## config.mk

```make
export PLATFORM = sky130hd
export DESIGN_NAME = pctp_core
export DESIGN_NICKNAME = d
export VERILOG_FILES = /design/src/logic/pctp_delay_line.v /design/src/logic/pctp_pattern_mux.v /design/src/logic/pctp_core.v
export VERILOG_INCLUDE_DIRS = /design/src /design/src/logic
export SDC_FILE = /design/constraint.sdc
export NUM_CORES = 1
export LEC_CHECK = 0
export ABC_AREA = 1
export ABC_CLOCK_PERIOD_IN_PS = 3200
export BUFFER_PORTS_ARGS = -buffer_cell sky130_fd_sc_hd__buf_2
export CAP_MARGIN = 20
export CORE_MARGIN = 4
export CORE_UTILIZATION = 50
export CTS_BUF_LIST = sky130_fd_sc_hd__clkbuf_8 sky130_fd_sc_hd__clkbuf_16
export DETAILED_ROUTE_END_ITERATION = 6
export PLACE_DENSITY = 0.79
export RECOVER_POWER = 100
export SLEW_MARGIN = 25
export SYNTH_ARGS = -nofsm -noshare
export SYNTH_HDL_FRONTEND = slang
export SYNTH_SLANG_ARGS = --single-unit
```

## constraint.sdc

```tcl
create_clock -name pclk -period 3.2 [get_ports pclk]
set_input_delay 0.16 -clock pclk [delete_from_list [all_inputs] [get_ports pclk]]
set_output_delay 0.16 -clock pclk [all_outputs]
set_load 0.05 [all_outputs]
```

## src/logic/pctp_regs.vh

```
// register map, field positions and codes of the pll clock and test pattern bank
`ifndef PCTP_REGS_VH
`define PCTP_REGS_VH
// register indices; byte address is four times the index
`define PCTP_IDX_PHASE     8'h6D
`define PCTP_IDX_PAT_A_LO  8'h74
`define PCTP_IDX_PAT_A_HI  8'h75
`define PCTP_IDX_PAT_B_LO  8'h76
`define PCTP_IDX_PAT_B_HI  8'h77
`define PCTP_IDX_CTRL      8'h80
`define PCTP_IDX_STAT      8'h81
`define PCTP_ADDR_W        10
`define PCTP_IDX_MSB       9
`define PCTP_IDX_LSB       2
// phase / clock gate register fields
`define PCTP_EN_CLK_BIT    5
`define PCTP_TRIM_HI_BIT   4
`define PCTP_PH_MSB        3
`define PCTP_PH_LSB        1
`define PCTP_TRIM_LO_BIT   0
// pattern lower-byte fields
`define PCTP_PLO_MSB       7
`define PCTP_PLO_LSB       2
`define PCTP_PAD_MSB       1
`define PCTP_PAD_LSB       0
// control register fields
`define PCTP_PLL_EN_BIT    0
`define PCTP_SRC_PLL_BIT   1
`define PCTP_DECIM_BIT     2
`define PCTP_TSEL_MSB      5
`define PCTP_TSEL_LSB      3
// status register fields
`define PCTP_ST_GATE_BIT   0
`define PCTP_ST_PHASE_BIT  1
`define PCTP_ST_DLY_MSB    5
`define PCTP_ST_DLY_LSB    2
// test output selector codes
`define PCTP_TSEL_NORMAL   3'h0
`define PCTP_TSEL_USER_A   3'h1
`define PCTP_TSEL_USER_B   3'h2
// phase code to vco cycles
`define PCTP_PH_CODE6      3'h6
`define PCTP_PH_CODE7      3'h7
`define PCTP_DLY_CODE6     4'hE
`define PCTP_DLY_CODE7     4'hF
`define PCTP_DLY_NONE      4'h0
`define PCTP_DLY_DEPTH     16
// reset and bus constants
`define PCTP_ZERO8         8'h00
`define PCTP_ZERO32        32'h00000000
`define PCTP_STRB_LANE0    0
`define PCTP_ZERO1         1'h0
`define PCTP_ZERO2         2'h0
`define PCTP_ZERO3         3'h0
`define PCTP_ZERO14        14'h0000
`endif

```

## src/logic/pctp_delay_line.v

```verilog
// tapped shift line that delays the nominal data clock by a chosen count
module pctp_delay_line (
    input  wire       pclk,
    input  wire       presetn,
    input  wire       din,
    input  wire [3:0] sel,
    output wire       dout
);
`include "pctp_regs.vh"
    wire [`PCTP_DLY_DEPTH-1:0] tap;
    assign tap[0] = din;
    // one flop per stage; tap 0 is the undelayed input
    genvar g;
    generate
        for (g = 1; g < `PCTP_DLY_DEPTH; g = g + 1) begin : g_stage
            reg st_r;
            always @(posedge pclk or negedge presetn) begin
                if (!presetn)
                    st_r <= `PCTP_ZERO1;
                else
                    st_r <= tap[g-1];
            end
            assign tap[g] = st_r;
        end
    endgenerate
    assign dout = tap[sel];
endmodule // pctp_delay_line

```

## src/logic/pctp_pattern_mux.v

```verilog
// chooses user pattern a, user pattern b or conversion data
module pctp_pattern_mux (
    input  wire [2:0]  tsel,
    input  wire [13:0] pat_a,
    input  wire [13:0] pat_b,
    input  wire [13:0] conv_data,
    output reg  [13:0] data_sel
);
`include "pctp_regs.vh"
    // other selector codes belong to patterns not held here
    always @* begin
        case (tsel)
            `PCTP_TSEL_USER_A: data_sel = pat_a;
            `PCTP_TSEL_USER_B: data_sel = pat_b;
            default:           data_sel = conv_data;
        endcase
    end
endmodule // pctp_pattern_mux

```

## src/logic/pctp_core.v

```verilog
// apb register bank gating the pll clock, phasing the output clock, holding test patterns
// Notes on behaviour
// - clock gate bit passes pll clock to core
// - gate and phase act only with pll enabled
// - phase only with pll source, no decimation
// - phase shifts output clock against output data
// - pattern a bits 5:0 from low bits 7:2
// - pattern a bits 13:6 from upper byte
// - pattern b bits 5:0 from low bits 7:2
// - low two pattern bits drive unused pins
//
// The APB interface to the registers was chosen for this implementation.
module pctp_core (
    input  wire        pclk,
    input  wire        presetn,
    input  wire        psel,
    input  wire        penable,
    input  wire        pwrite,
    input  wire [9:0]  paddr,
    input  wire [31:0] pwdata,
    input  wire [3:0]  pstrb,
    input  wire        dclk_nom,
    input  wire [13:0] conv_data,
    output reg         pready,
    output reg  [31:0] prdata,
    output reg         pslverr,
    output reg         core_clk_en,
    output reg         out_clock,
    output reg  [13:0] data_out,
    output reg  [1:0]  test_pins_out
);
`include "pctp_regs.vh"

    // true when the word address matches a register index
    function hit;
        input [`PCTP_ADDR_W-1:0] a;
        input [7:0]              idx;
        begin
            hit = (a[`PCTP_IDX_MSB:`PCTP_IDX_LSB] == idx);
        end
    endfunction

    // any register of the bank at this address
    function mapped;
        input [`PCTP_ADDR_W-1:0] a;
        begin
            mapped = hit(a, `PCTP_IDX_PHASE)    |
                     hit(a, `PCTP_IDX_PAT_A_LO) |
                     hit(a, `PCTP_IDX_PAT_A_HI) |
                     hit(a, `PCTP_IDX_PAT_B_LO) |
                     hit(a, `PCTP_IDX_PAT_B_HI) |
                     hit(a, `PCTP_IDX_CTRL)     |
                     hit(a, `PCTP_IDX_STAT);
        end
    endfunction

    // phase code to vco cycles; the top two codes jump
    function [3:0] dly_cycles;
        input [2:0] code;
        begin
            case (code)
                `PCTP_PH_CODE6: dly_cycles = `PCTP_DLY_CODE6;
                `PCTP_PH_CODE7: dly_cycles = `PCTP_DLY_CODE7;
                default:        dly_cycles = {1'b0, code};
            endcase
        end
    endfunction

    // phase register content; bits 7:6 have no storage
    reg        en_pll_clk_r;
    reg [2:0]  out_clock_phase_sel_r;
    reg [1:0]  factory_trim_bits_r;

    // pattern bytes
    reg [7:0]  pat_a_lo_r;
    reg [7:0]  pat_a_hi_r;
    reg [7:0]  pat_b_lo_r;
    reg [7:0]  pat_b_hi_r;

    // control register: pll state, clock source, decimation, selector
    reg        pll_en_r;
    reg        src_pll_r;
    reg        decim_r;
    reg [2:0]  test_output_select_r;

    // bus phase decode
    wire       acc;
    wire       wr_go;
    wire       rd_go;
    wire       lane0;
    wire [7:0] wb;

    assign acc   = psel & penable;
    assign wr_go = acc & pready & pwrite & mapped(paddr);
    assign rd_go = acc & ~pready;
    assign lane0 = pstrb[`PCTP_STRB_LANE0];
    assign wb    = pwdata[7:0];

    // one strobe per writable register, shared by the write path
    wire       hit_phase;
    wire       hit_pa_lo;
    wire       hit_pa_hi;
    wire       hit_pb_lo;
    wire       hit_pb_hi;
    wire       hit_ctrl;
    wire       wr_lane0;

    assign hit_phase = hit(paddr, `PCTP_IDX_PHASE);
    assign hit_pa_lo = hit(paddr, `PCTP_IDX_PAT_A_LO);
    assign hit_pa_hi = hit(paddr, `PCTP_IDX_PAT_A_HI);
    assign hit_pb_lo = hit(paddr, `PCTP_IDX_PAT_B_LO);
    assign hit_pb_hi = hit(paddr, `PCTP_IDX_PAT_B_HI);
    assign hit_ctrl  = hit(paddr, `PCTP_IDX_CTRL);
    // upper byte lanes carry nothing, so lane 0 alone gates a write
    assign wr_lane0  = wr_go & lane0;

    // derived behaviour
    wire        gate_on;
    wire        phase_on;
    wire [3:0]  dly_sel;
    wire        dclk_dly;
    wire [13:0] pat_a;
    wire [13:0] pat_b;
    wire [13:0] data_sel;
    reg  [1:0]  pad_nxt;

    // clock gate needs both the gate bit and a running pll
    assign gate_on  = en_pll_clk_r & pll_en_r;

    // phase applies only on a running pll feeding the output path
    assign phase_on = pll_en_r & src_pll_r & ~decim_r;

    // ignored settings fall back to the nominal position
    assign dly_sel  = phase_on ? dly_cycles(out_clock_phase_sel_r)
                               : `PCTP_DLY_NONE;

    // fourteen-bit patterns; low pad bits stay off the data bus
    assign pat_a = {pat_a_hi_r,
                    pat_a_lo_r[`PCTP_PLO_MSB:`PCTP_PLO_LSB]};
    assign pat_b = {pat_b_hi_r,
                    pat_b_lo_r[`PCTP_PLO_MSB:`PCTP_PLO_LSB]};

    // clock delay line; data path is not delayed, so the clock
    // moves against the data
    pctp_delay_line u_dly (
        .pclk    (pclk),
        .presetn (presetn),
        .din     (dclk_nom),
        .sel     (dly_sel),
        .dout    (dclk_dly)
    );

    // selector between user patterns and conversion data
    pctp_pattern_mux u_mux (
        .tsel      (test_output_select_r),
        .pat_a     (pat_a),
        .pat_b     (pat_b),
        .conv_data (conv_data),
        .data_sel  (data_sel)
    );

    // pad bits of the active pattern go to the unused pins only
    always @* begin
        case (test_output_select_r)
            `PCTP_TSEL_USER_A:
                pad_nxt = pat_a_lo_r[`PCTP_PAD_MSB:`PCTP_PAD_LSB];
            `PCTP_TSEL_USER_B:
                pad_nxt = pat_b_lo_r[`PCTP_PAD_MSB:`PCTP_PAD_LSB];
            default:
                pad_nxt = `PCTP_ZERO2;
        endcase
    end

    // apb answer: one wait cycle, so every access is two edges long
    reg        pready_nxt;
    reg        pslverr_nxt;
    always @* begin
        pready_nxt  = acc & ~pready;
        pslverr_nxt = acc & ~pready & ~mapped(paddr);
    end

    // answer flops; both are single-cycle pulses
    always @(posedge pclk or negedge presetn) begin
        if (!presetn) begin
            pready  <= `PCTP_ZERO1;
            pslverr <= `PCTP_ZERO1;
        end else begin
            pready  <= pready_nxt;
            pslverr <= pslverr_nxt;
        end
    end

    // next values of the writable fields; each holds unless hit
    reg        en_pll_clk_nxt;
    reg [2:0]  out_clock_phase_sel_nxt;
    reg [1:0]  factory_trim_bits_nxt;
    reg [7:0]  pat_a_lo_nxt;
    reg [7:0]  pat_a_hi_nxt;
    reg [7:0]  pat_b_lo_nxt;
    reg [7:0]  pat_b_hi_nxt;
    reg        pll_en_nxt;
    reg        src_pll_nxt;
    reg        decim_nxt;
    reg [2:0]  test_output_select_nxt;

    // status is read only, writes there are dropped quietly
    always @* begin
        en_pll_clk_nxt          = en_pll_clk_r;
        out_clock_phase_sel_nxt = out_clock_phase_sel_r;
        factory_trim_bits_nxt   = factory_trim_bits_r;
        pat_a_lo_nxt            = pat_a_lo_r;
        pat_a_hi_nxt            = pat_a_hi_r;
        pat_b_lo_nxt            = pat_b_lo_r;
        pat_b_hi_nxt            = pat_b_hi_r;
        pll_en_nxt              = pll_en_r;
        src_pll_nxt             = src_pll_r;
        decim_nxt               = decim_r;
        test_output_select_nxt  = test_output_select_r;
        if (wr_lane0 & hit_phase) begin
            // bits 7:6 have no storage, so writes to them vanish
            en_pll_clk_nxt          = wb[`PCTP_EN_CLK_BIT];
            out_clock_phase_sel_nxt = wb[`PCTP_PH_MSB:`PCTP_PH_LSB];
            factory_trim_bits_nxt   = {wb[`PCTP_TRIM_HI_BIT],
                                       wb[`PCTP_TRIM_LO_BIT]};
        end
        // pad bits are stored as written; host keeps them zero
        if (wr_lane0 & hit_pa_lo) begin
            pat_a_lo_nxt = wb;
        end
        if (wr_lane0 & hit_pa_hi) begin
            pat_a_hi_nxt = wb;
        end
        if (wr_lane0 & hit_pb_lo) begin
            pat_b_lo_nxt = wb;
        end
        if (wr_lane0 & hit_pb_hi) begin
            pat_b_hi_nxt = wb;
        end
        if (wr_lane0 & hit_ctrl) begin
            pll_en_nxt             = wb[`PCTP_PLL_EN_BIT];
            src_pll_nxt            = wb[`PCTP_SRC_PLL_BIT];
            decim_nxt              = wb[`PCTP_DECIM_BIT];
            test_output_select_nxt = wb[`PCTP_TSEL_MSB:`PCTP_TSEL_LSB];
        end
    end

    // register update; a write lands at the edge that sees pready
    // reset leaves the pll clock blocked and the delay at zero
    always @(posedge pclk or negedge presetn) begin
        if (!presetn) begin
            en_pll_clk_r          <= `PCTP_ZERO1;
            out_clock_phase_sel_r <= `PCTP_ZERO3;
            factory_trim_bits_r   <= `PCTP_ZERO2;
            pat_a_lo_r            <= `PCTP_ZERO8;
            pat_a_hi_r            <= `PCTP_ZERO8;
            pat_b_lo_r            <= `PCTP_ZERO8;
            pat_b_hi_r            <= `PCTP_ZERO8;
            pll_en_r              <= `PCTP_ZERO1;
            src_pll_r             <= `PCTP_ZERO1;
            decim_r               <= `PCTP_ZERO1;
            test_output_select_r  <= `PCTP_TSEL_NORMAL;
        end else begin
            en_pll_clk_r          <= en_pll_clk_nxt;
            out_clock_phase_sel_r <= out_clock_phase_sel_nxt;
            factory_trim_bits_r   <= factory_trim_bits_nxt;
            pat_a_lo_r            <= pat_a_lo_nxt;
            pat_a_hi_r            <= pat_a_hi_nxt;
            pat_b_lo_r            <= pat_b_lo_nxt;
            pat_b_hi_r            <= pat_b_hi_nxt;
            pll_en_r              <= pll_en_nxt;
            src_pll_r             <= src_pll_nxt;
            decim_r               <= decim_nxt;
            test_output_select_r  <= test_output_select_nxt;
        end
    end

    // read word assembly, narrow data in the low byte
    // unmapped words and unused bits read as zero
    reg [31:0] rd_nxt;
    always @* begin
        rd_nxt = `PCTP_ZERO32;
        if (hit(paddr, `PCTP_IDX_PHASE)) begin
            // top two bits read as zero
            rd_nxt[`PCTP_EN_CLK_BIT]        = en_pll_clk_r;
            rd_nxt[`PCTP_TRIM_HI_BIT]       = factory_trim_bits_r[1];
            rd_nxt[`PCTP_PH_MSB:`PCTP_PH_LSB] = out_clock_phase_sel_r;
            rd_nxt[`PCTP_TRIM_LO_BIT]       = factory_trim_bits_r[0];
        end
        if (hit(paddr, `PCTP_IDX_PAT_A_LO)) begin
            rd_nxt[7:0] = pat_a_lo_r;
        end
        if (hit(paddr, `PCTP_IDX_PAT_A_HI)) begin
            rd_nxt[7:0] = pat_a_hi_r;
        end
        if (hit(paddr, `PCTP_IDX_PAT_B_LO)) begin
            rd_nxt[7:0] = pat_b_lo_r;
        end
        if (hit(paddr, `PCTP_IDX_PAT_B_HI)) begin
            rd_nxt[7:0] = pat_b_hi_r;
        end
        if (hit(paddr, `PCTP_IDX_CTRL)) begin
            rd_nxt[`PCTP_PLL_EN_BIT]          = pll_en_r;
            rd_nxt[`PCTP_SRC_PLL_BIT]         = src_pll_r;
            rd_nxt[`PCTP_DECIM_BIT]           = decim_r;
            rd_nxt[`PCTP_TSEL_MSB:`PCTP_TSEL_LSB] = test_output_select_r;
        end
        if (hit(paddr, `PCTP_IDX_STAT)) begin
            // live state, so software sees what really applies
            rd_nxt[`PCTP_ST_GATE_BIT]  = gate_on;
            rd_nxt[`PCTP_ST_PHASE_BIT] = phase_on;
            rd_nxt[`PCTP_ST_DLY_MSB:`PCTP_ST_DLY_LSB] = dly_sel;
        end
    end

    // a write cycle leaves the last read word in place
    wire       rd_take;
    assign rd_take = rd_go & ~pwrite;

    // read data captured in the wait cycle, held until the next read
    always @(posedge pclk or negedge presetn) begin
        if (!presetn) begin
            prdata <= `PCTP_ZERO32;
        end else if (rd_take) begin
            prdata <= rd_nxt;
        end
    end

    // output stage: every output leaves through a flop
    // costs a cycle of latency but keeps decode glitches off the pins
    always @(posedge pclk or negedge presetn) begin
        if (!presetn) begin
            core_clk_en   <= `PCTP_ZERO1;
            out_clock     <= `PCTP_ZERO1;
            data_out      <= `PCTP_ZERO14;
            test_pins_out <= `PCTP_ZERO2;
        end else begin
            core_clk_en   <= gate_on;
            out_clock     <= dclk_dly;
            data_out      <= data_sel;
            test_pins_out <= pad_nxt;
        end
    end

endmodule // pctp_core

```

==> results_dict.tcl <==
set metrics [dict create \
    worst_pin_slew_ns 2.09 \
    worstHoldPathCells 3 \
    rows 33 \
    cts_buffers 9 \
    htreeDepth 3 \
    tns_ns 0 \
    grtUsageTotal_pct 22.5 \
    die_area_sq_um 10100 \
    grt_overflow 0 \
    dr_total_vias 3761 \
    worstReg2RegStart "pready$_DFF_PN0_" \
    rsz0062_at_grt "no" \
    seq_area_frac_synth_pct 51.1 \
    synth_area_sq_um 4260 \
    grt_pass1_vias 3589 \
    synthTopCellsByCount "nand2_1 (155), dfrtp_1 (87), nand4_1 (55), nand3_1 (49), nor2_1 (40)" \
    synth_cells 516 \
    endpoint_kind "register" \
    initial_core_util_pct 51.6 \
    coreArea_sq_um 8260 \
    peakVddDrop_uv 233 \
    seq_area_sq_um 2180 \
    min_to "data_out[2]$_DFF_PN0_" \
    synth_top_area_share_pct 51.1 \
    final.min_clock_period_ns 2.28 \
    cp.required_ns 3.45 \
    hp-start "conv_data[2]" \
    ys_ff_latch 87 \
    gp_congestion 0.989 \
    synth_area_per_cell_sq_um 8.25 \
    pwr_density_cell_nw_per_um2 479 \
    hold_viol 0 \
    ctsRootBufferMaster "clkbuf_8" \
    cp_max_fo 27 \
    cts_buffer_depth 2 \
    ys_types 30 \
    chipWidth_um 100 \
    fp.dieH_um 100 \
    wire_per_inst_um 16.2 \
    synth.most_common_cell "nand2_1" \
    drt-total-wl_um 11100 \
    synth_ff_type "dfrtp_1" \
    cts_setup_buffers 0 \
    synth-edff-count 0 \
    max_freq_mhz 438 \
    timing.final.crit_share_pct 71.3 \
    area_growth_pct 10.9 \
    multi_input_area_sq_um 1710 \
    fin_nets 643 \
    yosysTopAreaCell "dfrtp_1" \
    drive_gt1_share_pct 11.7 \
    slew_violations 88 \
    cts.sinks 87 \
    path_clk_slew_ns 0.10 \
    antenna_found_initial 0 \
    fill_cells 774 \
    drc 0 \
    ys_warn_count 0 \
    clock_latency_ns 0.36 \
    crit_type "in -> reg" \
    port_buffers 64 \
    antenna_cells 0 \
    cp-start-kind "primary input" \
    rr_worst_depth 6 \
    drtPass1Iterations 5 \
    r2r-end "pat_b_hi_r[1]$_DFFE_PN0P_" \
    p_total_uw 2260 \
    power_leakage_uw 0.00239 \
    maxCapViolations 1 \
    r2r_setup_slack_ns 1.33 \
    cts_tree "done" \
    dp_hpwl_um 7960 \
    setup_viol 0 \
    grt_pass1_wl_um 17700 \
    finClkSkew_ns 0.0122 \
    worstPathArrival_ns 2.53 \
    ys_async_sr_fraction_pct 100 \
    pin_count 118 \
    drt_iter0_drc 277 \
    violations "max-capacitance violations, max-slew violations" \
    grt_max_degree 88 \
    relSlewSlack_pct -39.2 \
    antenna_left 0 \
    outcome "complete, but fails checks" \
    hold_class "in -> reg" \
    synth.area.top_cells "dfrtp_1 (51%), nand2_1 (14%), nand4_1 (8.1%)" \
    vias_per_cell 5.47 \
]
## critical path: stages
cell      delay [ns]
clkbuf_1        0.09
inv_1           0.06
nand2_1         0.13
nor2_4          0.34
nand2_1         0.12
inv_1           0.41
nor2_1          0.16
nand2_4         0.27
buf_4           0.35
nand3_1         0.25
nand2_1         0.13
nand2_1         0.06
## worst max-delay path by stage
stage / startpoint / to / slack [ns] / cells after the start
after CTS: paddr[9] / factory_trim_bits_r[1]$_DFFE_PN0P_ / 1.24 / 12
after floorplan: pready$_DFF_PN0_ / pat_a_hi_r[0]$_DFFE_PN0P_ / 1.46 / 6
after detailed placement: paddr[9] / factory_trim_bits_r[1]$_DFFE_PN0P_ / 0.87 / 12
after global placement: paddr[9] / out_clock_phase_sel_r[0]$_DFFE_PN0P_ / 0.92 / 12
final: paddr[9] / factory_trim_bits_r[1]$_DFFE_PN0P_ / 0.92 / 12
after global routing: presetn / test_output_select_r[1]$_DFFE_PN0P_ / 0.54 / 2
## power by group
| group | leakage, uW | internal [uW] | switching, uW |
|---|---|---|---|
| combinational | 0.00115 | 49.5 | 247 |
| clock | 0.000104 | 379 | 437 |
| sequential | 0.00113 | 1130 | 14.6 |
| total | 0.00239 | 1560 | 698 |
## per-stage QoR
| step | hold WS [ns] | area, sq um | std cells | setup slack (ns) | utilization [%] |
|---|---|---|---|---|---|
| 6_report | 0.00692 | 4720 | 687 | 0.918 | 57.2 |
| 5_1_grt | 0.0189 | 4720 | 687 | 0.538 | 57.2 |
| 4_1_cts | 0.00104 | 4770 | 686 | 1.24 | 57.7 |
| 3_5_place_dp | 0.299 | 4550 | 669 | 0.872 | 55.0 |
| 3_3_place_gp | 0.289 | 4550 | 669 | 0.919 | 55.0 |
| 2_1_floorplan | -0.136 | 4340 | 539 | 1.46 | - |
## placed cells by master (no fill, tap or decap), types with 2 or more instances in the layout
master         Yosys  final
buf_2              6     33
nand2_1          155    155
buf_4             24      4
o21ai_0           14     14
o211ai_1           5      5
dlygate4sd3_1      0      2
inv_8              0      2
nand4_1           55     55
dfrtp_1           87     87
a21oi_1            2      2
o221ai_1           5      5
nor3_1             3      3
clkbuf_1           9     31
nor2_2             2      3
clkbuf_8           0      9
nand2_2            3      3
conb_1             1     24
inv_1             36     37
inv_6              0      2
nand3_1           49     51
inv_2              4      3
nor2_1            40     39
## timing repair
action / in CTS / in global routing
hold endpoints to repair: 1 / 87
hold buffers: 1 / 1
resized for setup: 0 / 0
## flip-flops by register name, indices dropped and copies added (netlist names)
signal,flops
u_dly.g_stage.st_r,15
pat_b_hi_r,8
out_clock,1
core_clk_en,1
pslverr,1
test_pins_out,2
pat_a_hi_r,8
pat_b_lo_r,8
pat_a_lo_r,8
pll_en_r,1
out_clock_phase_sel_r,3
decim_r,1
data_out,14
en_pll_clk_r,1
src_pll_r,1
factory_trim_bits_r,2
pready,1
prdata,8
test_output_select_r,3
## metal layers
layer  global-route usage (%)  vias up  part of all wire [%]
met5                        0        -                     0
met2                     35.5      178                    46
met3                     3.54       29                   8.2
met4                     9.74        0                   3.2
li1                         -     1798                     -
met1                     30.9     1756                    42
## area by class of cell
cell class / count / share of cell area (%)
well taps: 105 / 2.78
flip-flops and latches: 87 / 46.1
multi-input cells: 367 / 36.3
repair buffers: 71 / 7.13
inverters: 41 / 3.26
clock buffers: 9 / 2.62
clock inverters: 7 / 1.83
## cell families after synthesis
| group | Yosys count | share of synthesized area, % |
|---|---|---|
| other | 1 | 0.0881 |
| DFF | 87 | 51.1 |
| and+or+nand+nor | 315 | 34.2 |
| AOI/OAI and AO/OA | 28 | 4.11 |
| buffers and inverters | 85 | 10.5 |
Note: power is estimated with default switching activity, not from simulation.
